<file path="config.mk">
export PLATFORM = sky130hd
export DESIGN_NAME = irq_unit
export DESIGN_NICKNAME = d
export VERILOG_FILES = /design/src/include/irq_pkg.sv /design/src/rtl/rst_sync.sv /design/src/rtl/irq_pick.sv /design/src/rtl/irq_unit.sv
export VERILOG_INCLUDE_DIRS = /design/src /design/src/include
export SDC_FILE = /design/constraint.sdc
export NUM_CORES = 1
export LEC_CHECK = 0
export ABC_CLOCK_PERIOD_IN_PS = 4800
export BUFFER_PORTS_ARGS = -buffer_cell sky130_fd_sc_hd__buf_2
export CAP_MARGIN = 30
export CORE_MARGIN = 3
export CORE_UTILIZATION = 59
export CTS_CLUSTER_SIZE = 20
export DETAILED_ROUTE_END_ITERATION = 10
export GPL_ROUTABILITY_DRIVEN = 0
export PLACE_DENSITY = 0.83
export SETUP_SLACK_MARGIN = 0.02
export SLEW_MARGIN = 40
export SYNTH_ARGS = -nofsm -noshare
export SYNTH_HDL_FRONTEND = slang
export SYNTH_SLANG_ARGS = --single-unit
</file>
<file path="constraint.sdc">
create_clock -name CLK -period 4.8 [get_ports CLK]
set_input_delay 0.24 -clock CLK [delete_from_list [all_inputs] [get_ports CLK]]
set_output_delay 0.24 -clock CLK [all_outputs]
set_load 0.01 [all_outputs]
</file>
<file path="src/include/irq_unit_regs.svh">
// Register map, field positions, reset values and vectors of the interrupt unit.
`ifndef IRQ_UNIT_REGS_SVH
`define IRQ_UNIT_REGS_SVH

`define OFS_EN_MAIN 8'ha8
`define OFS_LV_MAIN 8'hb8
`define OFS_LV_TMR2 8'hf8
`define OFS_EN_TMR2 8'he8
`define OFS_STATUS 8'hf9

`define RST_REG 8'h00
`define LV_MAIN_MASK 8'h7f

// Bit positions; enable and level registers share the same layout.
`define POS_GLOBAL 7
`define POS_ADC 6
`define POS_TWOWIRE 5
`define POS_UART 4
`define POS_TMR1 3
`define POS_PIN1 2
`define POS_TMR0 1
`define POS_PIN0 0
`define POS_TMR2 7
`define POS_CMP2 6
`define POS_CMP1 5
`define POS_CMP0 4
`define POS_CAP3 3
`define POS_CAP2 2
`define POS_CAP1 1
`define POS_CAP0 0

// Hold-off count loaded after a return, a control register access or a call.
`define HOLD_LOAD 2'd2

`define VEC_PIN0 16'h0003
`define VEC_TMR0 16'h000b
`define VEC_PIN1 16'h0013
`define VEC_TMR1 16'h001b
`define VEC_UART 16'h0023
`define VEC_TWOWIRE 16'h002b
`define VEC_CAP0 16'h0033
`define VEC_CAP1 16'h003b
`define VEC_CAP2 16'h0043
`define VEC_CAP3 16'h004b
`define VEC_ADC 16'h0053
`define VEC_CMP0 16'h005b
`define VEC_CMP1 16'h0063
`define VEC_CMP2 16'h006b
`define VEC_TMR2 16'h0073

`endif

</file>
<file path="src/include/irq_pkg.sv">
// Types shared by the interrupt unit: source codes in polling order.
`default_nettype none
package irq_pkg;

   // Source codes; the code is the polling rank, 0 is polled first.
   typedef enum logic [3:0] {
      SRC_PIN0, SRC_TWOWIRE, SRC_ADC, SRC_TMR0, SRC_CAP0,
      SRC_CMP0, SRC_PIN1, SRC_CAP1, SRC_CMP1, SRC_TMR1,
      SRC_CAP2, SRC_CMP2, SRC_UART, SRC_CAP3, SRC_TMR2
   } src_t;

   // One bit per source, indexed by src_t.
   typedef logic [14:0] src_vec_t;

endpackage : irq_pkg
`default_nettype wire

</file>
<file path="src/rtl/rst_sync.sv">
// Reset synchroniser: asynchronous assertion, release after two clock edges.
`timescale 1ns/1ps
`default_nettype none
module rst_sync (
   input wire logic clk, // Clock.
   input wire logic arst_n, // Asynchronous reset, active low.
   output logic rst_n // Synchronised reset, active low.
);
   logic [1:0] sync_r;
   logic [1:0] sync_nxt;

   // A one shifts in after release; the first stage feeds only the second.
   always_comb begin
      sync_nxt = {sync_r[0], 1'b1};
   end

   always_ff @(posedge clk or negedge arst_n) begin
      if (!arst_n) begin
         sync_r <= 2'b00;
      end else begin
         sync_r <= sync_nxt;
      end
   end

   assign rst_n = sync_r[1];
endmodule : rst_sync
`default_nettype wire

</file>
<file path="src/rtl/irq_pick.sv">
// Polling-order selector: first pending source of each priority level.
`timescale 1ns/1ps
`default_nettype none
module irq_pick (
   input wire irq_pkg::src_vec_t req, // Enabled sampled requests.
   input wire irq_pkg::src_vec_t high, // Level bit per source, 1 is high.
   output logic hi_hit, // Some high-level request pending.
   output irq_pkg::src_t hi_src, // First high-level request.
   output logic lo_hit, // Some low-level request pending.
   output irq_pkg::src_t lo_src // First low-level request.
);
   logic [4:0] hi_w;
   logic [4:0] lo_w;

   // Scans downward so the lowest code, the first polled, wins.
   function automatic logic [4:0] first_set(input irq_pkg::src_vec_t v);
      logic [4:0] r;
      r = 5'h00;
      for (int i = 14; i >= 0; i--) begin
         if (v[i]) begin
            r = {1'b1, 4'(i)};
         end
      end
      return r;
   endfunction : first_set

   // Each level has its own polling chain.
   always_comb begin
      hi_w = first_set(req & high);
      lo_w = first_set(req & ~high);
      hi_hit = hi_w[4];
      hi_src = irq_pkg::src_t'(hi_w[3:0]);
      lo_hit = lo_w[4];
      lo_src = irq_pkg::src_t'(lo_w[3:0]);
   end
endmodule : irq_pick
`default_nettype wire

</file>
<file path="src/rtl/irq_unit.sv">
// Two-level vectored interrupt controller with its register port.
//
// Chosen here: the plain strobed port.
`timescale 1ns/1ps
`default_nettype none
`include "irq_unit_regs.svh"
module irq_unit (
   input wire logic CLK, // Clock, four per machine cycle, 50 MHz.
   input wire logic RST_B, // Asynchronous reset, active low.
   input wire logic [7:0] ADDR, // Register address.
   input wire logic [7:0] WDATA, // Register write data.
   input wire logic WR, // Write strobe.
   input wire logic RD, // Read strobe.
   output logic [7:0] RDATA, // Read data, cycle after RD.
   input wire logic SAMPLE, // Sample-phase pulse, once per machine cycle.
   input wire logic INSTR_LAST, // Current cycle is an instruction's last.
   input wire logic RET_EXEC, // Return-from-interrupt executes, pulse.
   input wire irq_pkg::src_vec_t REQ, // Request flags, polling order.
   input wire logic PIN0_EDGE, // Pin 0 flag is edge triggered.
   input wire logic PIN1_EDGE, // Pin 1 flag is edge triggered.
   output logic CALL_REQ, // Forced long call, one-cycle pulse.
   output logic [15:0] VECTOR, // Call target, held until next call.
   output logic [3:0] CALL_SRC, // Source of the last call.
   output logic [1:0] LEVEL_ACT, // Level-active flops, bit 1 high.
   output logic CLR_TMR0, // Clear timer 0 overflow flag.
   output logic CLR_TMR1, // Clear timer 1 overflow flag.
   output logic CLR_PIN0, // Clear pin 0 request flag.
   output logic CLR_PIN1 // Clear pin 1 request flag.
);
   logic rst_n;
   logic [7:0] en0_r, en0_nxt, en1_r, en1_nxt;
   logic [7:0] lv0_r, lv0_nxt, lv1_r, lv1_nxt;
   logic [7:0] rdata_r, rdata_nxt;
   logic acc_now;
   irq_pkg::src_vec_t snap_r, snap_nxt, en_vec, lv_vec;
   logic [1:0] hold_r, hold_nxt, act_r, act_nxt;
   logic call_r, call_nxt, call_hi_r, call_hi_nxt;
   logic [15:0] vec_r, vec_nxt;
   irq_pkg::src_t src_r, src_nxt, hi_src, lo_src, pick;
   logic hi_hit, lo_hit, take_hi, take_lo, go, blocked;
   logic [3:0] clr_r, clr_nxt;

   rst_sync u_rst (
      .clk(CLK),
      .arst_n(RST_B),
      .rst_n(rst_n)
   );

   // Gathers a per-source bit vector in polling order from the two layouts.
   function automatic irq_pkg::src_vec_t to_src(input logic [7:0] m,
                                                input logic [7:0] t);
      irq_pkg::src_vec_t v;
      v = '0;
      v[irq_pkg::SRC_PIN0] = m[`POS_PIN0];
      v[irq_pkg::SRC_TWOWIRE] = m[`POS_TWOWIRE];
      v[irq_pkg::SRC_ADC] = m[`POS_ADC];
      v[irq_pkg::SRC_TMR0] = m[`POS_TMR0];
      v[irq_pkg::SRC_CAP0] = t[`POS_CAP0];
      v[irq_pkg::SRC_CMP0] = t[`POS_CMP0];
      v[irq_pkg::SRC_PIN1] = m[`POS_PIN1];
      v[irq_pkg::SRC_CAP1] = t[`POS_CAP1];
      v[irq_pkg::SRC_CMP1] = t[`POS_CMP1];
      v[irq_pkg::SRC_TMR1] = m[`POS_TMR1];
      v[irq_pkg::SRC_CAP2] = t[`POS_CAP2];
      v[irq_pkg::SRC_CMP2] = t[`POS_CMP2];
      v[irq_pkg::SRC_UART] = m[`POS_UART];
      v[irq_pkg::SRC_CAP3] = t[`POS_CAP3];
      v[irq_pkg::SRC_TMR2] = t[`POS_TMR2];
      return v;
   endfunction : to_src

   // Vector address of each source.
   function automatic logic [15:0] vec_of(input irq_pkg::src_t s);
      logic [15:0] a;
      a = `VEC_PIN0;
      unique case (s)
         irq_pkg::SRC_PIN0: a = `VEC_PIN0;
         irq_pkg::SRC_TWOWIRE: a = `VEC_TWOWIRE;
         irq_pkg::SRC_ADC: a = `VEC_ADC;
         irq_pkg::SRC_TMR0: a = `VEC_TMR0;
         irq_pkg::SRC_CAP0: a = `VEC_CAP0;
         irq_pkg::SRC_CMP0: a = `VEC_CMP0;
         irq_pkg::SRC_PIN1: a = `VEC_PIN1;
         irq_pkg::SRC_CAP1: a = `VEC_CAP1;
         irq_pkg::SRC_CMP1: a = `VEC_CMP1;
         irq_pkg::SRC_TMR1: a = `VEC_TMR1;
         irq_pkg::SRC_CAP2: a = `VEC_CAP2;
         irq_pkg::SRC_CMP2: a = `VEC_CMP2;
         irq_pkg::SRC_UART: a = `VEC_UART;
         irq_pkg::SRC_CAP3: a = `VEC_CAP3;
         irq_pkg::SRC_TMR2: a = `VEC_TMR2;
         default: a = `VEC_PIN0;
      endcase
      return a;
   endfunction : vec_of

   // Any read or write of the four control registers opens a hold-off.
   assign acc_now = (WR || RD) && ((ADDR == `OFS_EN_MAIN) || (ADDR == `OFS_EN_TMR2)
                    || (ADDR == `OFS_LV_MAIN) || (ADDR == `OFS_LV_TMR2));

   // Register port; reads are registered so data stands one cycle after RD.
   always_comb begin
      en0_nxt = en0_r;
      en1_nxt = en1_r;
      lv0_nxt = lv0_r;
      lv1_nxt = lv1_r;
      rdata_nxt = 8'h00;
      if (WR) begin
         case (ADDR)
            `OFS_EN_MAIN: en0_nxt = WDATA;
            `OFS_EN_TMR2: en1_nxt = WDATA;
            `OFS_LV_MAIN: lv0_nxt = WDATA & `LV_MAIN_MASK;
            `OFS_LV_TMR2: lv1_nxt = WDATA;
            default: ;
         endcase
      end
      if (RD) begin
         case (ADDR)
            `OFS_EN_MAIN: rdata_nxt = en0_r;
            `OFS_EN_TMR2: rdata_nxt = en1_r;
            `OFS_LV_MAIN: rdata_nxt = lv0_r;
            `OFS_LV_TMR2: rdata_nxt = lv1_r;
            `OFS_STATUS: rdata_nxt = {act_r, 2'b00, src_r};
            default: rdata_nxt = 8'h00;
         endcase
      end
   end

   // Everything resets to zero, so no source can be accepted after reset.
   always_ff @(posedge CLK or negedge rst_n) begin
      if (!rst_n) begin
         en0_r <= `RST_REG;
         en1_r <= `RST_REG;
         lv0_r <= `RST_REG;
         lv1_r <= `RST_REG;
         rdata_r <= 8'h00;
      end else begin
         en0_r <= en0_nxt;
         en1_r <= en1_nxt;
         lv0_r <= lv0_nxt;
         lv1_r <= lv1_nxt;
         rdata_r <= rdata_nxt;
      end
   end

   assign en_vec = to_src(en0_r, en1_r);
   assign lv_vec = to_src(lv0_r, lv1_r);

   irq_pick u_pick (
      .req(snap_r),
      .high(lv_vec),
      .hi_hit(hi_hit),
      .hi_src(hi_src),
      .lo_hit(lo_hit),
      .lo_src(lo_src)
   );

   // Polling: a high request may preempt low service only; high service is
   // never preempted. A low request loses to any high one in the same poll.
   assign take_hi = hi_hit && !act_r[1];
   assign take_lo = !hi_hit && lo_hit && (act_r == 2'b00);
   assign blocked = (hold_r == `HOLD_LOAD) || acc_now || RET_EXEC;
   assign go = SAMPLE && INSTR_LAST && en0_r[`POS_GLOBAL] && !blocked
               && (take_hi || take_lo);
   assign pick = take_hi ? hi_src : lo_src;

   // Sampling, hold-off, level tracking and the forced call.
   always_comb begin
      snap_nxt = snap_r;
      hold_nxt = hold_r;
      act_nxt = act_r;
      call_nxt = 1'b0;
      call_hi_nxt = call_hi_r;
      vec_nxt = vec_r;
      src_nxt = src_r;
      clr_nxt = 4'h0;
      // The snapshot is overwritten every sample, so a request that dropped
      // while blocked leaves no trace; only this snapshot is ever polled.
      if (SAMPLE) begin
         snap_nxt = REQ & en_vec;
      end
      // Counts instruction ends: the accessing one, then one more must run.
      if (acc_now || RET_EXEC || go) begin
         hold_nxt = `HOLD_LOAD;
      end else if (SAMPLE && INSTR_LAST && (hold_r != 2'd0)) begin
         hold_nxt = hold_r - 2'd1;
      end
      // Return clears the highest active level; the core pops the PC itself.
      if (RET_EXEC) begin
         if (act_r[1]) begin
            act_nxt[1] = 1'b0;
         end else begin
            act_nxt[0] = 1'b0;
         end
      end
      // The call pushes only the PC; no status word is saved by the core.
      if (go) begin
         call_nxt = 1'b1;
         call_hi_nxt = take_hi;
         act_nxt[take_hi] = 1'b1;
         vec_nxt = vec_of(pick);
         src_nxt = pick;
         // Only these four flags are cleared here; software owns the rest.
         clr_nxt[0] = (pick == irq_pkg::SRC_TMR0);
         clr_nxt[1] = (pick == irq_pkg::SRC_TMR1);
         clr_nxt[2] = (pick == irq_pkg::SRC_PIN0) && PIN0_EDGE;
         clr_nxt[3] = (pick == irq_pkg::SRC_PIN1) && PIN1_EDGE;
      end
   end

   always_ff @(posedge CLK or negedge rst_n) begin
      if (!rst_n) begin
         snap_r <= '0;
         hold_r <= 2'd0;
         act_r <= 2'b00;
         call_r <= 1'b0;
         call_hi_r <= 1'b0;
         vec_r <= 16'h0000;
         src_r <= irq_pkg::SRC_PIN0;
         clr_r <= 4'h0;
      end else begin
         snap_r <= snap_nxt;
         hold_r <= hold_nxt;
         act_r <= act_nxt;
         call_r <= call_nxt;
         call_hi_r <= call_hi_nxt;
         vec_r <= vec_nxt;
         src_r <= src_nxt;
         clr_r <= clr_nxt;
      end
   end

   // All outputs come straight from flops.
   assign RDATA = rdata_r;
   assign CALL_REQ = call_r;
   assign VECTOR = vec_r;
   assign CALL_SRC = src_r;
   assign LEVEL_ACT = act_r;
   assign CLR_TMR0 = clr_r[0];
   assign CLR_TMR1 = clr_r[1];
   assign CLR_PIN0 = clr_r[2];
   assign CLR_PIN1 = clr_r[3];

   // Checks on the call path and the level flops.
   AST_POLL_SNAPSHOT: assert property (
      @(posedge CLK) disable iff (!rst_n)
      CALL_REQ |-> $past(snap_r != '0))
      else $error("Call issued with an empty sampled snapshot.");

   AST_GLOBAL_OFF: assert property (
      @(posedge CLK) disable iff (!rst_n)
      !en0_r[`POS_GLOBAL] && !WR |=> !CALL_REQ)
      else $error("Call issued while global enable was off.");

   AST_INSTR_END: assert property (
      @(posedge CLK) disable iff (!rst_n)
      CALL_REQ |-> $past(SAMPLE) && $past(INSTR_LAST))
      else $error("Call issued outside an instruction end.");

   AST_ACCESS_HOLD: assert property (
      @(posedge CLK) disable iff (!rst_n)
      acc_now |=> !CALL_REQ)
      else $error("Call issued right after a control register access.");

   AST_HIGH_KEPT: assert property (
      @(posedge CLK) disable iff (!rst_n)
      act_r[1] && !RET_EXEC |=> !CALL_REQ && act_r[1])
      else $error("High-level service was preempted.");

   AST_LEVEL_SET: assert property (
      @(posedge CLK) disable iff (!rst_n)
      CALL_REQ |-> (call_hi_r ? act_r[1] : act_r == 2'b01))
      else $error("Level-active flop not set for the taken call.");

   AST_RET_CLEAR: assert property (
      @(posedge CLK) disable iff (!rst_n)
      RET_EXEC && act_r == 2'b11 |=> act_r == 2'b01)
      else $error("Return did not clear the high level first.");

   AST_TMR_CLEAR: assert property (
      @(posedge CLK) disable iff (!rst_n)
      CALL_REQ && src_r == irq_pkg::SRC_TMR1 |-> CLR_TMR1 && !CLR_TMR0)
      else $error("Timer 1 flag not cleared on its call.");

   AST_PIN_LEVEL: assert property (
      @(posedge CLK) disable iff (!rst_n)
      go && pick == irq_pkg::SRC_PIN0 && !PIN0_EDGE |=> !CLR_PIN0)
      else $error("Level-triggered pin flag was cleared.");

   AST_VECTOR_STEP: assert property (
      @(posedge CLK) disable iff (!rst_n)
      CALL_REQ |-> VECTOR[2:0] == 3'h3 && VECTOR <= `VEC_TMR2)
      else $error("Vector outside the 8-byte table.");

   // With only the low level active, a return must leave no level active.
   AST_RET_LOW: assert property (
      @(posedge CLK) disable iff (!rst_n)
      RET_EXEC && act_r == 2'b01 |=> act_r == 2'b00)
      else $error("Return did not clear the low level.");

   // The instruction that returns must end without a call.
   AST_RET_HOLD: assert property (
      @(posedge CLK) disable iff (!rst_n)
      RET_EXEC |=> !CALL_REQ)
      else $error("Call issued right after a return.");

   // A timer 0 clear pulse may only ride on a timer 0 call.
   AST_CLR_OWN: assert property (
      @(posedge CLK) disable iff (!rst_n)
      CLR_TMR0 |-> CALL_REQ && src_r == irq_pkg::SRC_TMR0)
      else $error("Timer 0 flag cleared without its call.");

endmodule : irq_unit
`default_nettype wire

</file>
Word level (Yosys, flattened, before mapping) --
Memories as Yosys holds them, arrays and structs flattened. A register that Yosys moved wholly into a read port is not among the register bits. Cells that the tools add are included.
Cells by class: $add $sub $neg 1, multiply operators 0, div/mod/pow operators 0, magnitude comparators 2, equality and inequality tests 9, shift-type cells 0, mux-type cells 42, bitwise gates (word level) 5, reduce and logical (&&, ||, !) cells 33
Operators by type and width (count):
- 5-bit 2-to-1 mux | 30
- 15-bit bitwise AND | 3
- 8-bit == test (second input constant) | 5
- 8-bit one-hot mux with 5 select lines | 1
- 15-bit inverter | 1
- 1-bit logical AND | 12
- 1-bit logical OR | 9
- 2-bit 2-to-1 mux | 4
- 4-bit 2-to-1 mux | 2
- 8-bit 2-to-1 mux | 1
- 2-bit AND reduction | 4
- 4-bit by 2-bit == test with 1-bit output (second input constant) | 1
- 4-bit by 3-bit == test with 1-bit output (second input constant) | 1
- 4-bit == test (second input constant) | 1
- 1-bit logical NOT | 4
- 4-bit logical NOT | 1
- 2-bit nonzero test | 2
- 1-bit 2-to-1 mux | 3
- 2-bit == test (second input constant) | 1
- 2-bit logical NOT | 1
- 1-bit by 2-bit < comparator with 1-bit output (second input constant) | 1
- 2-bit bitwise OR | 1
- 2-bit by 1-bit subtractor with 2-bit output (second input constant) | 1
- 1-bit demux with 1-bit select | 1
- 1-bit >= comparator (second input constant) | 1
Storage, ports and cells: bits in registers 85, latch bits 0, RAM bits 0, bits in read-only memories 64, input port bits 40, output and inout bits 35, word-level logic and storage cells 106, memories 1
Memories:
- (no name shown) | words 16, bits a word 4, read ports 1, clocked after memory_dff 1, wr ports 0, line irq_unit.sv:76 | unique case (s)

Longest topological paths before layout --
Gate-level depths: netlist of the first run.
depth after elaboration 23, mapped depth 11, depth with buffers taken out 10

Modules after synthesis --
A second synthesis of the first run with hierarchy kept.
Unflattened totals: cell total of the unflattened synthesis 394, area, all modules 4023.9 sq um
By module, submodules not included:
- irq_unit | times used 1, cells an instance 305, area each 3512.1 sq um, seq. area each 1801.7 sq um
- irq_pick | times used 1, cells an instance 86, area each 457.9 sq um, seq. area each 0.0 sq um
- rst_sync | times used 1, cells an instance 3, area each 53.8 sq um, seq. area each 50.0 sq um

Worst setup path after synthesis of the first run --
No wires, ideal clock.
kind register to register, start register lv1_r[3], end register vec_r[6], in the netlist VECTOR[6], setup time 120 ps, arrival 2638 ps, data required time 4680 ps, path slack 2043 ps, cell stages (with the launch flop) 10, period minus slack after synthesis 2757 ps, cells stage by stage dfrtp_1 a222oi_1 a41oi_1 or2_0 buf_6 xnor2_1 a221oi_1 ha_1 o21a_1 a31o_1
Between the ends: elaborated cells on any way between the ends 38, those cells by class mux: 29; bitwise: 3; reduce/logical: 6
RTL lines:
- start: declaration | line irq_unit.sv:32 | logic [7:0] lv0_r, lv0_nxt, lv1_r, lv1_nxt;
- start signal: assignment | line irq_unit.sv:135 | lv1_r <= `RST_REG;
- start signal: assignment | line irq_unit.sv:141 | lv1_r <= lv1_nxt;
- 15-bit bitwise AND or 15-bit inverter (tied branches) | line irq_pick.sv:29, irq_pick.sv:30
- 5-bit 2-to-1 mux or 15-bit bitwise AND (tied branches) | line irq_pick.sv:20, irq_pick.sv:30
- 5-bit 2-to-1 mux (13 in series) | line irq_pick.sv:20 | if (v[i]) begin
- 1-bit logical AND or 5-bit 2-to-1 mux (tied branches) | line irq_unit.sv:160, irq_pick.sv:20
- 4-bit 2-to-1 mux * | line irq_unit.sv:165 | assign pick = take_hi ? hi_src : lo_src;
- via pick[0] | line irq_unit.sv:39 | irq_pkg::src_t src_r, src_nxt, hi_src, lo_src, pick;
- end: declaration | line irq_unit.sv:38 | logic [15:0] vec_r, vec_nxt;
The timed path passes the listed nets; every way through them passes the cells marked *. A chain may end at the register's enable or synchronous reset.

Worst setup path after layout of the first run --
Ends and elaborated chain as after synthesis.

==> results by stage, run 1 <==
Yosys:
- The number of standard cells after synthesis is 361.
- The proportion of synthesized flip-flops having asynchronous set or reset is 100%.
- The average size of a mapped cell is 10.6 um^2.
- Sequential cells were found to cover 48.5% of the synthesized design area.
- Counting flops with a built-in enable in the synthesized netlist gives 0.
- The post-synthesis instance area is between 3000 and 4000 um^2.
- For this run, the number of Yosys warnings is 0.
- The number of distinct standard cells referenced by the synthesized netlist is 60.
- The register bit count reported by yosys is between 70 and 80.
- The most common flop cell mapped by yosys is sky130_fd_sc_hd__dfrtp_1.

Worst setup path:
- The arrival time reported for the critical path endpoint is between 3 and 4 ns.
- The category of the worst setup path capture point is a flop.
- In this run the register-to-register setup slack is 1.53 ns.
- Data on the critical path is required at its endpoint by 5.05 ns.
- Along the worst path, the maximum fanout reaches 7.
- The worst setup path is launched from a flop.
- The critical path start-end classification is flop to flop.

Global routing:
- The initial antenna violation count was 0.
- The wire length of the first global-routing pass is 14900 um.
- The via count of the first global-routing pass is 3040.
- Entering global routing, the biggest net connects between 70 and 80 pins.
- The combined global-route utilization of all metal layers is 26.0%.
- Global routing finished with a remaining overflow of 0.

CTS:
- The clock net in this run drives a total of 74 sinks.
- The number of buffers created by CTS is 9.
- The clock reaches the later pin of the worst-skew pair after 0.36 ns.
- The clock transition time at the flip-flop clock pins of the worst setup and hold paths is 0.08 ns.
- The longest clock path from root to sink contains 2 buffers.
- Gates resized during post-CTS repair numbered 0.
- In this run the number of H-tree levels came out at 3.
- TritonCTS built the clock tree.
- The root buffer cell chosen for the clock tree is sky130_fd_sc_hd__clkbuf_8.

STA:
- Setup repair after global routing left no endpoint under its margin.
- The time the final worst path needs with I/O delays and setup is between 3 and 4 ns.
- The final number of setup-violating endpoints is 0.
- Based on the critical path, the design can be clocked at up to between 0.3 and 0.4 GHz.
- The period utilization is 68.0%.
- Clock skew on the completed layout was measured at 0.0146 ns.
- In the final timing run, aggregate negative setup slack is 0 ns.
- The worst pin sits at a relative slew slack of 46.9%.
- The final hold violation count is 0.
- For the pin with the worst max-slew slack, the measured transition is 0.794 ns.
- The final-report max-slew violation count is 0.

Layout:
- In the final layout, the multi-input gates occupy approximately 1800 um^2.
- The library cells used most frequently in the layout, excluding fill and tap cells, are 73 x sky130_fd_sc_hd__dfrtp_1, 64 x sky130_fd_sc_hd__buf_2, 40 x sky130_fd_sc_hd__mux2_2.
- The area growth from synthesis to layout is 15.1%.
- The number of standard cells in the final layout excluding fillers is around 510.
- Across the whole layout, storage elements account for 1850 um^2.
- The fill cell instance count of the final layout is 455.
- The repair_antennas step left the layout with diodes totalling 0.
- The library cell used most frequently in the layout, excluding fill and tap cells, is sky130_fd_sc_hd__dfrtp_1.
- For this run, the post-layout net count is 473.
- Of the cells placed in the final design, the portion with a size suffix greater than 1 is 30.6%.

Die:
- The area of the die is approximately 7500 um^2.
- In this run the count of I/O pins placed on the die edge is 75.
- The total area inside the core boundary comes to 6100 um^2.
- The horizontal extent of the die is ~86 um.
- Once the floorplan was initialized, standard cells occupied 62.7% of the core.
- The floorplan has 28 rows.
- The floorplan step set the die height to between 80 and 90 um.

Placed design:
- Detailed placement finished with a half-perimeter wire length of 6370 um.
- Buffers placed on the I/O ports in this run total 64.
- The number of placed instances with taps included is 490.

Detailed routing:
- For this run, the detailed router's first-pass iteration total came to 5.
- The total number of vias is slightly above 3000.
- The count of nets left with antenna violations once routing finished came out at 0.
- In the final routed layout, each cell accounts on average for 18.2 um.
- The post-detailed-route DRC marker count is 0.
- The average via count per standard cell is 6.10.
- Summed over all layers, the routed wires come to 9210 um.
- For this block, the initial DRC count from the detailed router was 259.

Power:
- The leakage power summed over all cells is 2.13 nW.
- VDD sags by at most 0.236 mV.
- For this design the ratio of total power to cell area is 310 nW/um^2.

Status:
- The run finished with clean final reports.

Flow run:
- The count of maximum capacitance violations is 0.

Min path:
- The path category of the worst min-delay check is input pin to flop.
## cells by family after synthesis
group / synth area share, %
AO/OA/AOI/OAI: 16.1
XOR/XNOR: 0.688
adder cells (fa/ha/maj): 1.97
buffers and inverters: 5.67
flip-flops: 48.5
multiplexers: 12.3
other: 0.197
AND/OR/NAND/NOR: 14.6
## worst paths after layout
| kind | to | cells past startpoint | startpoint |
|---|---|---|---|
| max in group asynchronous | clr_r[0]$_DFF_PN0_ | 1 | u_rst.sync_r[1]$_DFF_PN0_ |
| min in group asynchronous | u_rst.sync_r[0]$_DFF_PN0_ | 2 | RST_B |
| max | VECTOR[6]$_DFFE_PN0P_ | 10 | lv1_r[3]$_DFFE_PN0P_ |
| max reg2reg | VECTOR[6]$_DFFE_PN0P_ | 10 | lv1_r[3]$_DFFE_PN0P_ |
| min reg2reg | RDATA[5]$_DFF_PN0_ | 1 | u_rst.sync_r[1]$_DFF_PN0_ |
| min | clr_r[2]$_DFF_PN0_ | 3 | PIN0_EDGE |
## worst max-delay path: stages, from the launching register on
cell                       delay [ns]
sky130_fd_sc_hd__dfrtp_1         0.44
sky130_fd_sc_hd__a222oi_1        0.41
sky130_fd_sc_hd__a41oi_1         0.27
sky130_fd_sc_hd__or2_0           0.43
sky130_fd_sc_hd__xnor2_1         0.19
sky130_fd_sc_hd__a221oi_1        0.59
sky130_fd_sc_hd__inv_1           0.17
sky130_fd_sc_hd__ha_1            0.25
sky130_fd_sc_hd__mux2i_1         0.16
sky130_fd_sc_hd__o21ai_1         0.08
sky130_fd_sc_hd__a31o_1          0.18
## layer usage
layer / wire length [um] / vias up / GRT usage [%] / share of wire (%)
li1: - / 1422 / - / -
met1: 3960 / 1503 / 33.0 / 43
met2: 4290 / 143 / 41.4 / 47
met3: 671 / 24 / 5.13 / 7.3
met4: 288 / 0 / 15.3 / 3.1
met5: 0 / - / 0 / 0
## synth_stat cells (all sizes together) (2+ instances only)
cell type,n,share of area [%]
nor2b,8,1.3
inv,24,2.4
nand2,27,2.7
a211o,2,0.46
nand3b,3,0.59
conb,2,0.20
and3,2,0.33
a32o,3,0.79
nand4b,2,0.46
a21oi,11,1.5
clkbuf,6,0.59
or2,2,0.33
ha,6,2.0
buf,14,2.7
o311ai,2,0.46
nor3,4,0.52
or3,2,0.36
dfrtp,74,48
nand2b,13,2.1
a41oi,3,0.88
nor2,15,1.5
o31ai,2,0.75
a22oi,5,0.98
o21ai,27,3.5
a22o,3,0.69
a222oi,9,2.4
a31oi,3,0.49
mux2,40,12
mux2i,2,0.52
nand3,20,2.6
xnor2,2,0.46
and2,3,0.49
## cell type report
cell class	count	area share, %
flip-flops and latches	74	42.1
multi-input cells	252	40.9
repair buffers	66	7.77
clock buffers	12	3.30
well taps	75	2.13
inverters	24	2.05
clock inverters	4	1.74
## metrics by stage
step	cell area, um^2	hold slack (ns)	setup slack [ns]	total power [mW]	util, %
global placement	4150	0.0251	1.74	0.820	68.1
detailed placement	4160	0.0280	1.55	0.828	68.2
finish	4400	0.115	1.53	1.36	72.1
floorplan	3850	-0.0556	2.04	0.782	-
global route	4400	0.119	1.27	1.41	72.1
CTS	4390	0.0971	1.51	1.36	72.0
## timing repair
item / 4_1_cts / 5_1_grt
setup endpoints to repair: 0 / 0
buffers inserted: 0 / 0
hold endpoints to repair: 2 / 0
hold buffers: 1 / 0
## sequential cells by signal, indices dropped and copies added, names as in the netlist
name	flops
LEVEL_ACT	2
lv0_r	7
RDATA	8
clr_r	4
u_rst.sync_r	2
hold_r	2
lv1_r	8
VECTOR	5
CALL_SRC	4
CALL_REQ	1
en0_r	8
snap_r	15
en1_r	8
## power breakdown
| group | switching, mW | leakage, nW | internal [mW] | total, mW |
|---|---|---|---|---|
| combinational | 0.0916 | 1.01 | 0.0661 | 0.158 |
| sequential | 0.0207 | 1.02 | 0.642 | 0.663 |
| clock | 0.235 | 0.107 | 0.308 | 0.543 |
| total | 0.347 | 2.13 | 1.02 | 1.36 |
Note: power is estimated with default switching activity, not from simulation.
==> run 2: changes to the inputs <==
--- a/config.mk
+++ b/config.mk
@@ -6,15 +6,15 @@
 export SDC_FILE = /design/constraint.sdc
 export NUM_CORES = 1
 export LEC_CHECK = 0
-export ABC_CLOCK_PERIOD_IN_PS = 4800
+export ABC_CLOCK_PERIOD_IN_PS = 3330
 export BUFFER_PORTS_ARGS = -buffer_cell sky130_fd_sc_hd__buf_2
 export CAP_MARGIN = 30
 export CORE_MARGIN = 3
-export CORE_UTILIZATION = 59
+export CORE_UTILIZATION = 55
 export CTS_CLUSTER_SIZE = 20
 export DETAILED_ROUTE_END_ITERATION = 10
 export GPL_ROUTABILITY_DRIVEN = 0
-export PLACE_DENSITY = 0.83
+export PLACE_DENSITY = 0.78
 export SETUP_SLACK_MARGIN = 0.02
 export SLEW_MARGIN = 40
 export SYNTH_ARGS = -nofsm -noshare
==> constraint.sdc (replaced) <==
create_clock -name CLK -period 3.33 [get_ports CLK]
set_input_delay 0.1665 -clock CLK [delete_from_list [all_inputs] [get_ports CLK]]
set_output_delay 0.1665 -clock CLK [all_outputs]
set_load 0.01 [all_outputs]
==> run 2 against run 1 <==
Compared with the run above:
- worst hold slack got worse by 0.084 ns
- maximum frequency increased by 5.1%
- via count is 1.4% higher
- setup slack lost 1.3 ns
- clock-buffer cell count did not move
- cell count grew 1.6%
- non-clock buffer count up 6
- clock power grew 46%
- global-route usage is 0.71 points lower
- register-to-register slack worse by 1.3 ns
- sequential power rose by 44%
- sequential share of layout area down 0.58 points
==> results by stage, run 2 (synthesis gave the netlist of run 1 again) <==
STA:
- Timing would allow up to 0.322 GHz.
- The final hold violation count was 0.
- The transition time of the tightest slew-check pin is about 0.73 ns.
- The normalized max-slew margin is 51.5%.
- Setup violations remaining at the end of the flow were counted as 0.
- The final setup TNS is 0 ns.
- Setup repair after global routing left no endpoint under its margin.
- The clock arrives with ~0.008 ns of skew.
- The time the final worst path needs with I/O delays and setup is approximately 3.1 ns.
- The final-report max-slew violation count is 0.
- Of the available clock period, the critical path in the final layout requires between 90% and 100%.

Die:
- The core region is 6530 um^2.
- Measured along the y axis, the die boundary spans 89.3 um.
- Measured along the x axis, the die boundary spans about 90 um.
- The initial core utilization is 58.5%.
- The area of the die is 7980 um^2.
- Pin placement for this block handled between 70 and 80 I/O pins.
- The floorplan has 29 rows.

Worst setup path:
- The startpoint of the worst setup timing path is lv1_r[3]$_DFFE_PN0P_.
- STA classifies the critical path startpoint as a flop.
- The start of the worst register-to-register path is lv1_r[3]$_DFFE_PN0P_.
- Measured in cells, the most critical reg-to-reg path has a length of 8.
- The maximum fanout count along the critical path is 7.
- The category of the worst setup path capture point is a flop.
- The required time at the worst-slack endpoint is 3.56 ns.
- The setup path with the least slack is of type flop to flop.
- The critical path capture point is VECTOR[5]$_DFFE_PN0P_.
- For flop-to-flop paths, the worst setup slack is 0.22 ns.
- The arrival time reported for the critical path endpoint is between 3 and 4 ns.
- In this run the critical register-to-register path is captured at VECTOR[5]$_DFFE_PN0P_.

Layout:
- The most common library cell in the layout ignoring fill and taps is sky130_fd_sc_hd__dfrtp_1.
- The register with the most flip-flops is snap_r.
- The number of antenna repair diodes is 0.
- Relative to the synthesized area, the layout overhead comes to 16.7%.
- Measured on the finished design, the core utilization comes to a little under 70%.
- The area taken by flip-flops and latches is 1850 um^2.
- Leaving out fill and tap cells, the most frequent cells in the layout are 73 x sky130_fd_sc_hd__dfrtp_1, 64 x sky130_fd_sc_hd__buf_2, 40 x sky130_fd_sc_hd__mux2_2.
- In the final layout, the multi-input gates occupy 1800 um^2.
- The fraction of final layout cells with drive strength greater than 1 is 31.7%.
- The final layout contains approximately 480 nets.
- The layout has between 500 and 600 filler cells.
- The register with the most flip-flops in the layout has 15 of them.

Detailed routing:
- The post-detailed-route DRC marker count is 0.
- The detail route stage leaves a number of antenna-violating nets equal to 0.
- The detailed router finished its first iteration with 192 violations.
- The total number of vias is between 3000 and 4000.
- The average via count per standard cell is 6.09.
- The total iterations of the first detailed-routing run is 5.
- Wires add up to 9480 um.
- The routed length per placed instance is 18.4 um.

Power:
- The peak supply drop is 0.282 mV.
- For this design the ratio of total power to cell area is ~440 nW/um^2.
- The leakage power summed over all cells is 2.18 nW.

Min path:
- The startpoint of the most critical hold path is PIN0_EDGE.
- The path category of the worst min-delay check is input pin to flop.

Global routing:
- The largest net degree at the start of global routing is 73.
- The via count of the first global-routing pass is slightly above 3000.
- The wire length of the first global-routing pass is 15100 um.
- Across every metal layer, demand over resource in global routing totals 25.3%.
- The initial antenna violation count was 0.
- Global routing finished with a remaining overflow of 0.

CTS:
- The total setup buffers inserted after CTS is 0.
- The clock tree synthesis step divided the H-tree into 3 levels.
- The CTS tree is done.
- The clock insertion delay at the later pin of the skew report is 0.34 ns.
- The buffer type at the clock tree root is sky130_fd_sc_hd__clkbuf_8.
- Counting along the longest clock path gives a buffer depth of 2.
- The number of buffers created by CTS is 9.
- The number of sinks handled by clock tree synthesis is 74.
- The clock transition time at the flip-flop clock pins of the worst setup and hold paths is roughly 0.080 ns.

Placed design:
- Port buffering added 64 buffers.
- Once detailed placement completed, the half-perimeter wirelength came to 6660 um.

Flow run:
- Max-cap violations in this run came to 0.

Status:
- The run finished with clean final reports.
run 2: cell count changes in the layout (fill, tap and decap cells not counted), sizes merged:
cell,delta
clkinvlp,-1
buf,+6
clkinv,+1
run 2: worst min path at each step:
stage	slack (ns)	end	cells after the start
4_1_cts	0.02	clr_r[2]$_DFF_PN0_	3
3_5_place_dp	-0.05	u_rst.sync_r[0]$_DFF_PN0_	1
6_report	0.03	clr_r[2]$_DFF_PN0_	3
3_3_place_gp	-0.05	u_rst.sync_r[0]$_DFF_PN0_	1
2_1_floorplan	-0.13	u_rst.sync_r[0]$_DFF_PN0_	0
5_1_grt	0.03	clr_r[2]$_DFF_PN0_	3
run 2: area by class of cell:
type / count / area share (%)
clock inverters: 4 / 1.66
well taps: 77 / 2.16
clock buffers: 12 / 3.48
multi-input cells: 252 / 40.4
flip-flops and latches: 74 / 41.6
inverters: 24 / 2.02
repair buffers: 72 / 8.67
run 2: worst max-delay path, cell delays in order (launching register included):
cell and delay [ns]:
sky130_fd_sc_hd__dfrtp_1 0.44, sky130_fd_sc_hd__a222oi_1 0.50, sky130_fd_sc_hd__a41oi_2 0.24, sky130_fd_sc_hd__or2_1 0.39, sky130_fd_sc_hd__nor3_1 0.22, sky130_fd_sc_hd__a32oi_1 0.16, sky130_fd_sc_hd__ha_1 0.32, sky130_fd_sc_hd__or3_2 0.48
sky130_fd_sc_hd__a32o_1 0.24
run 2: per-layer routing:
layer | part of all wire [%] | up-vias | GRT usage [%]
met2 | 48 | 140 | 40.8
met5 | 0 | - | 0
met4 | 3.2 | 0 | 13.0
met3 | 7.0 | 26 | 5.35
met1 | 41 | 1530 | 32.2
li1 | - | 1438 | -
run 2: power by group:
part,internal [mW],total [mW],switching [mW],leakage [nW]
combinational,0.0959,0.228,0.132,1.04
sequential,0.926,0.955,0.0295,1.02
clock,0.463,0.793,0.330,0.117
total,1.49,1.98,0.491,2.18
run 2: repair_timing:
item,4_1_cts,5_1_grt
endpoints found under the hold margin,2,0
hold buffers,1,0
resized for setup,0,3
endpoints found under the setup margin,0,6
run 2: stage by stage:
step	instance area (um^2)	hold slack, ns	setup slack (ns)	power, mW	instances
global route	4460	0.0317	0.00307	2.05	515
detailed placement	4210	-0.0473	0.142	1.19	498
finish	4460	0.0315	0.222	1.98	515
global placement	4200	-0.0486	0.254	1.18	498
floorplan	3850	-0.129	0.573	1.13	370
CTS	4440	0.0232	0.159	1.98	515
==> run 3: changes to the inputs <==
--- a/config.mk
+++ b/config.mk
@@ -14,7 +14,8 @@
 export CTS_CLUSTER_SIZE = 20
 export DETAILED_ROUTE_END_ITERATION = 10
 export GPL_ROUTABILITY_DRIVEN = 0
-export PLACE_DENSITY = 0.78
+export MAX_ROUTING_LAYER = met4
+export PLACE_DENSITY = 0.87
 export SETUP_SLACK_MARGIN = 0.02
 export SLEW_MARGIN = 40
 export SYNTH_ARGS = -nofsm -noshare
==> run 3 against run 2 <==
Compared with the run above:
- first-iteration DRC count increased by 58%
- final area shrank 0.81%
- cell count up 0.19%
- critical endpoint unchanged
- sequential share of layout area grew 0.34 points
- largest cell class unchanged
==> results by stage, run 3 (synthesis gave the netlist of run 1 again) <==
Layout:
- The number of antenna repair diodes is 0.
- The top cell types in the final layout, fill and taps aside, are 73 x sky130_fd_sc_hd__dfrtp_1, 64 x sky130_fd_sc_hd__buf_2, 40 x sky130_fd_sc_hd__mux2_2.
- The fraction of final layout cells with drive strength greater than 1 is 32.1%.
- The register with the most flip-flops in the layout has 15 of them.
- The area taken by flip-flops and latches is 1850 um^2.
- Leaving out fill and tap cells, the most frequent cell in the layout is sky130_fd_sc_hd__dfrtp_1.
- The area growth from synthesis to layout is 15.8%.
- Once layout is done, the placed cells without fillers occupy 4420 um^2.
- Summing all multi-input logic gate instances after layout gives approximately 1800 um^2.
- More flip-flops sit in one register than any other, and that register is snap_r.
- The finished layout holds 516 standard cells, fillers aside.
- In the final design database the tool counted 480 nets.
- The fill cell instance count of the final layout is around 520.
- The post-route core utilization is 67.7%.

STA:
- The final setup TNS is 0 ns.
- The maximum frequency from static timing analysis is around 0.33 GHz.
- The final number of setup-violating endpoints is 0.
- Headroom to the max-slew limit came out at 54.5%.
- The final setup slack of the worst path is about 0.26 ns.
- The time the final worst path needs with I/O delays and setup is roughly 3.1 ns.
- Final hold analysis gives a worst-case slack of 0.0141 ns.
- The transition time of the tightest slew-check pin is between 0.6 and 0.7 ns.
- The worst setup skew after layout is 0.00841 ns.
- Dividing the final minimum period by the clock period gives 92.3%.
- The final hold violation count is 0.
- The final-report max-slew violation count is 0.
- Setup repair after global routing left no endpoint under its margin.

Worst setup path:
- The critical path start-end classification is flop to flop.
- The arrival time reported for the critical path endpoint is 3.34 ns.
- The sort of element at the start of the critical path is a flop.
- The required time at the worst-slack endpoint is about 3.6 ns.
- The worst setup path is captured at a flop.
- Along the worst path, the maximum fanout reaches 7.

CTS:
- The clock insertion delay at the later pin of the skew report is around 0.37 ns.
- The clock passes through at most 2 buffers.
- After clock tree synthesis, the clock-pin slew on the worst setup and hold paths is 0.08 ns.
- The buffer type at the clock tree root is sky130_fd_sc_hd__clkbuf_8.
- The number of sinks handled by clock tree synthesis is 74.
- TritonCTS created 9 clock buffers.
- The number of levels the H-tree was split into is 3.
- The CTS tree is done.

Die:
- The die is 89.3 um tall.
- The area of the die is 7980 um^2.
- The die is 89.3 um wide.
- In this run the core area contains 29 standard-cell rows.
- The core region is 6530 um^2.
- For this configuration, the core starts out at a cell density of 58.5%.
- The I/O pin count is 75.

Global routing:
- The overall overflow remaining after global route is 0.
- Global routing used approximately a quarter of the available tracks.
- The largest net degree at the start of global routing is between 70 and 80.
- The via count of the first global-routing pass came to 3102.
- The initial antenna violation count is 0.
- The first global-routing pass estimated 15100 um of wire.

Detailed routing:
- The count of routing violations after the opening detailed-route iteration is 304.
- The total wire length after detailed routing is 9300 um.
- The post-detailed-route DRC marker count is 0.
- The routed length per placed instance is approximately 18 um.
- In this run the remaining antenna-violating nets after routing total 0.
- Dividing the detail-routed via count by the number of cells gives 6.05.
- The pre-antenna-repair detailed-routing pass consisted of 4 iterations.
- The total number of vias is 3120.

Power:
- The leakage power summed over all cells is 2.15 nW.
- In this run the power density over the cells is around 420 nW/um^2.
- The total design power is 1.84 mW.
- The peak supply drop is 0.277 mV.

Flow run:
- The tool flagged a number of max-cap violations equal to 0.

Placed design:
- The number of placed instances with taps included is 498.
- The post-DP HPWL is 6670 um.
- Once placement finished, the instance area stood at around 4200 um^2.
- In this run the tool buffered the top-level ports with 64 buffer cells.
- Timing analysis after detailed placement gives a worst setup slack of 0.0332 ns.

Status:
- The run finished with clean final reports.

Min path:
- The worst hold path belongs to the class input pin to flop.
## run 3: cell types whose count changed in the layout (fill, tap and decap cells not counted), sizes merged
cell,delta
buf,+1
clkinvlp,+2
bufinv,-2
inv,+3
clkbuf,-3
## run 3: area by class of cell
type                       instances  area share (%)
sequential                        74            41.9
multi-input combinational        252            40.8
timing repair buffer              73            8.91
clock buffer                       9            2.80
tap                               77            2.18
inverter                          24            2.04
clock inverter                     7            1.39
## run 3: worst paths after layout
check / start / end / slack (ns) / cells past startpoint
max in group asynchronous: u_rst.sync_r[1]$_DFF_PN0_ / clr_r[0]$_DFF_PN0_ / 2.53 / 1
min: PIN0_EDGE / clr_r[2]$_DFF_PN0_ / 0.01 / 3
max: lv0_r[4]$_DFFE_PN0P_ / VECTOR[5]$_DFFE_PN0P_ / 0.26 / 9
max reg2reg: lv0_r[4]$_DFFE_PN0P_ / VECTOR[5]$_DFFE_PN0P_ / 0.26 / 9
min reg2reg: u_rst.sync_r[0]$_DFF_PN0_ / u_rst.sync_r[1]$_DFF_PN0_ / 0.36 / 0
min in group asynchronous: RST_B / u_rst.sync_r[1]$_DFF_PN0_ / 0.09 / 2
## run 3: worst max-delay path, cell delays in order (launching register included)
cell	delay, ns
sky130_fd_sc_hd__dfrtp_1	0.47
sky130_fd_sc_hd__a222oi_1	0.37
sky130_fd_sc_hd__buf_4	0.19
sky130_fd_sc_hd__a41oi_2	0.13
sky130_fd_sc_hd__or2_1	0.36
sky130_fd_sc_hd__nor3_1	0.22
sky130_fd_sc_hd__a32oi_1	0.16
sky130_fd_sc_hd__ha_1	0.33
sky130_fd_sc_hd__or3_2	0.50
sky130_fd_sc_hd__a32o_1	0.23
## run 3: per-layer routing
metal	share of wire, %	track usage (%)	vias to the layer above	routed length, um
met5	0	-	-	0
met1	43	33.5	1535	3990
met3	6.2	5.53	25	574
met4	3.1	13.7	0	291
met2	48	39.5	120	4450
li1	-	-	1440	-
## run 3: what timing repair did
item                                    in CTS  in global routing
hold endpoints to repair                     2                  0
endpoints found under the setup margin       1                  2
hold buffers                                 1                  0
buffers inserted                             0                  1
pin swaps                                    0                  1
gates resized for setup                      1                  2
## run 3: power breakdown
part | leakage [nW] | switching (mW) | internal [mW] | total [mW]
logic | 1.05 | 0.131 | 0.0966 | 0.228
clock network | 0.0884 | 0.375 | 0.282 | 0.658
registers | 1.02 | 0.0298 | 0.925 | 0.955
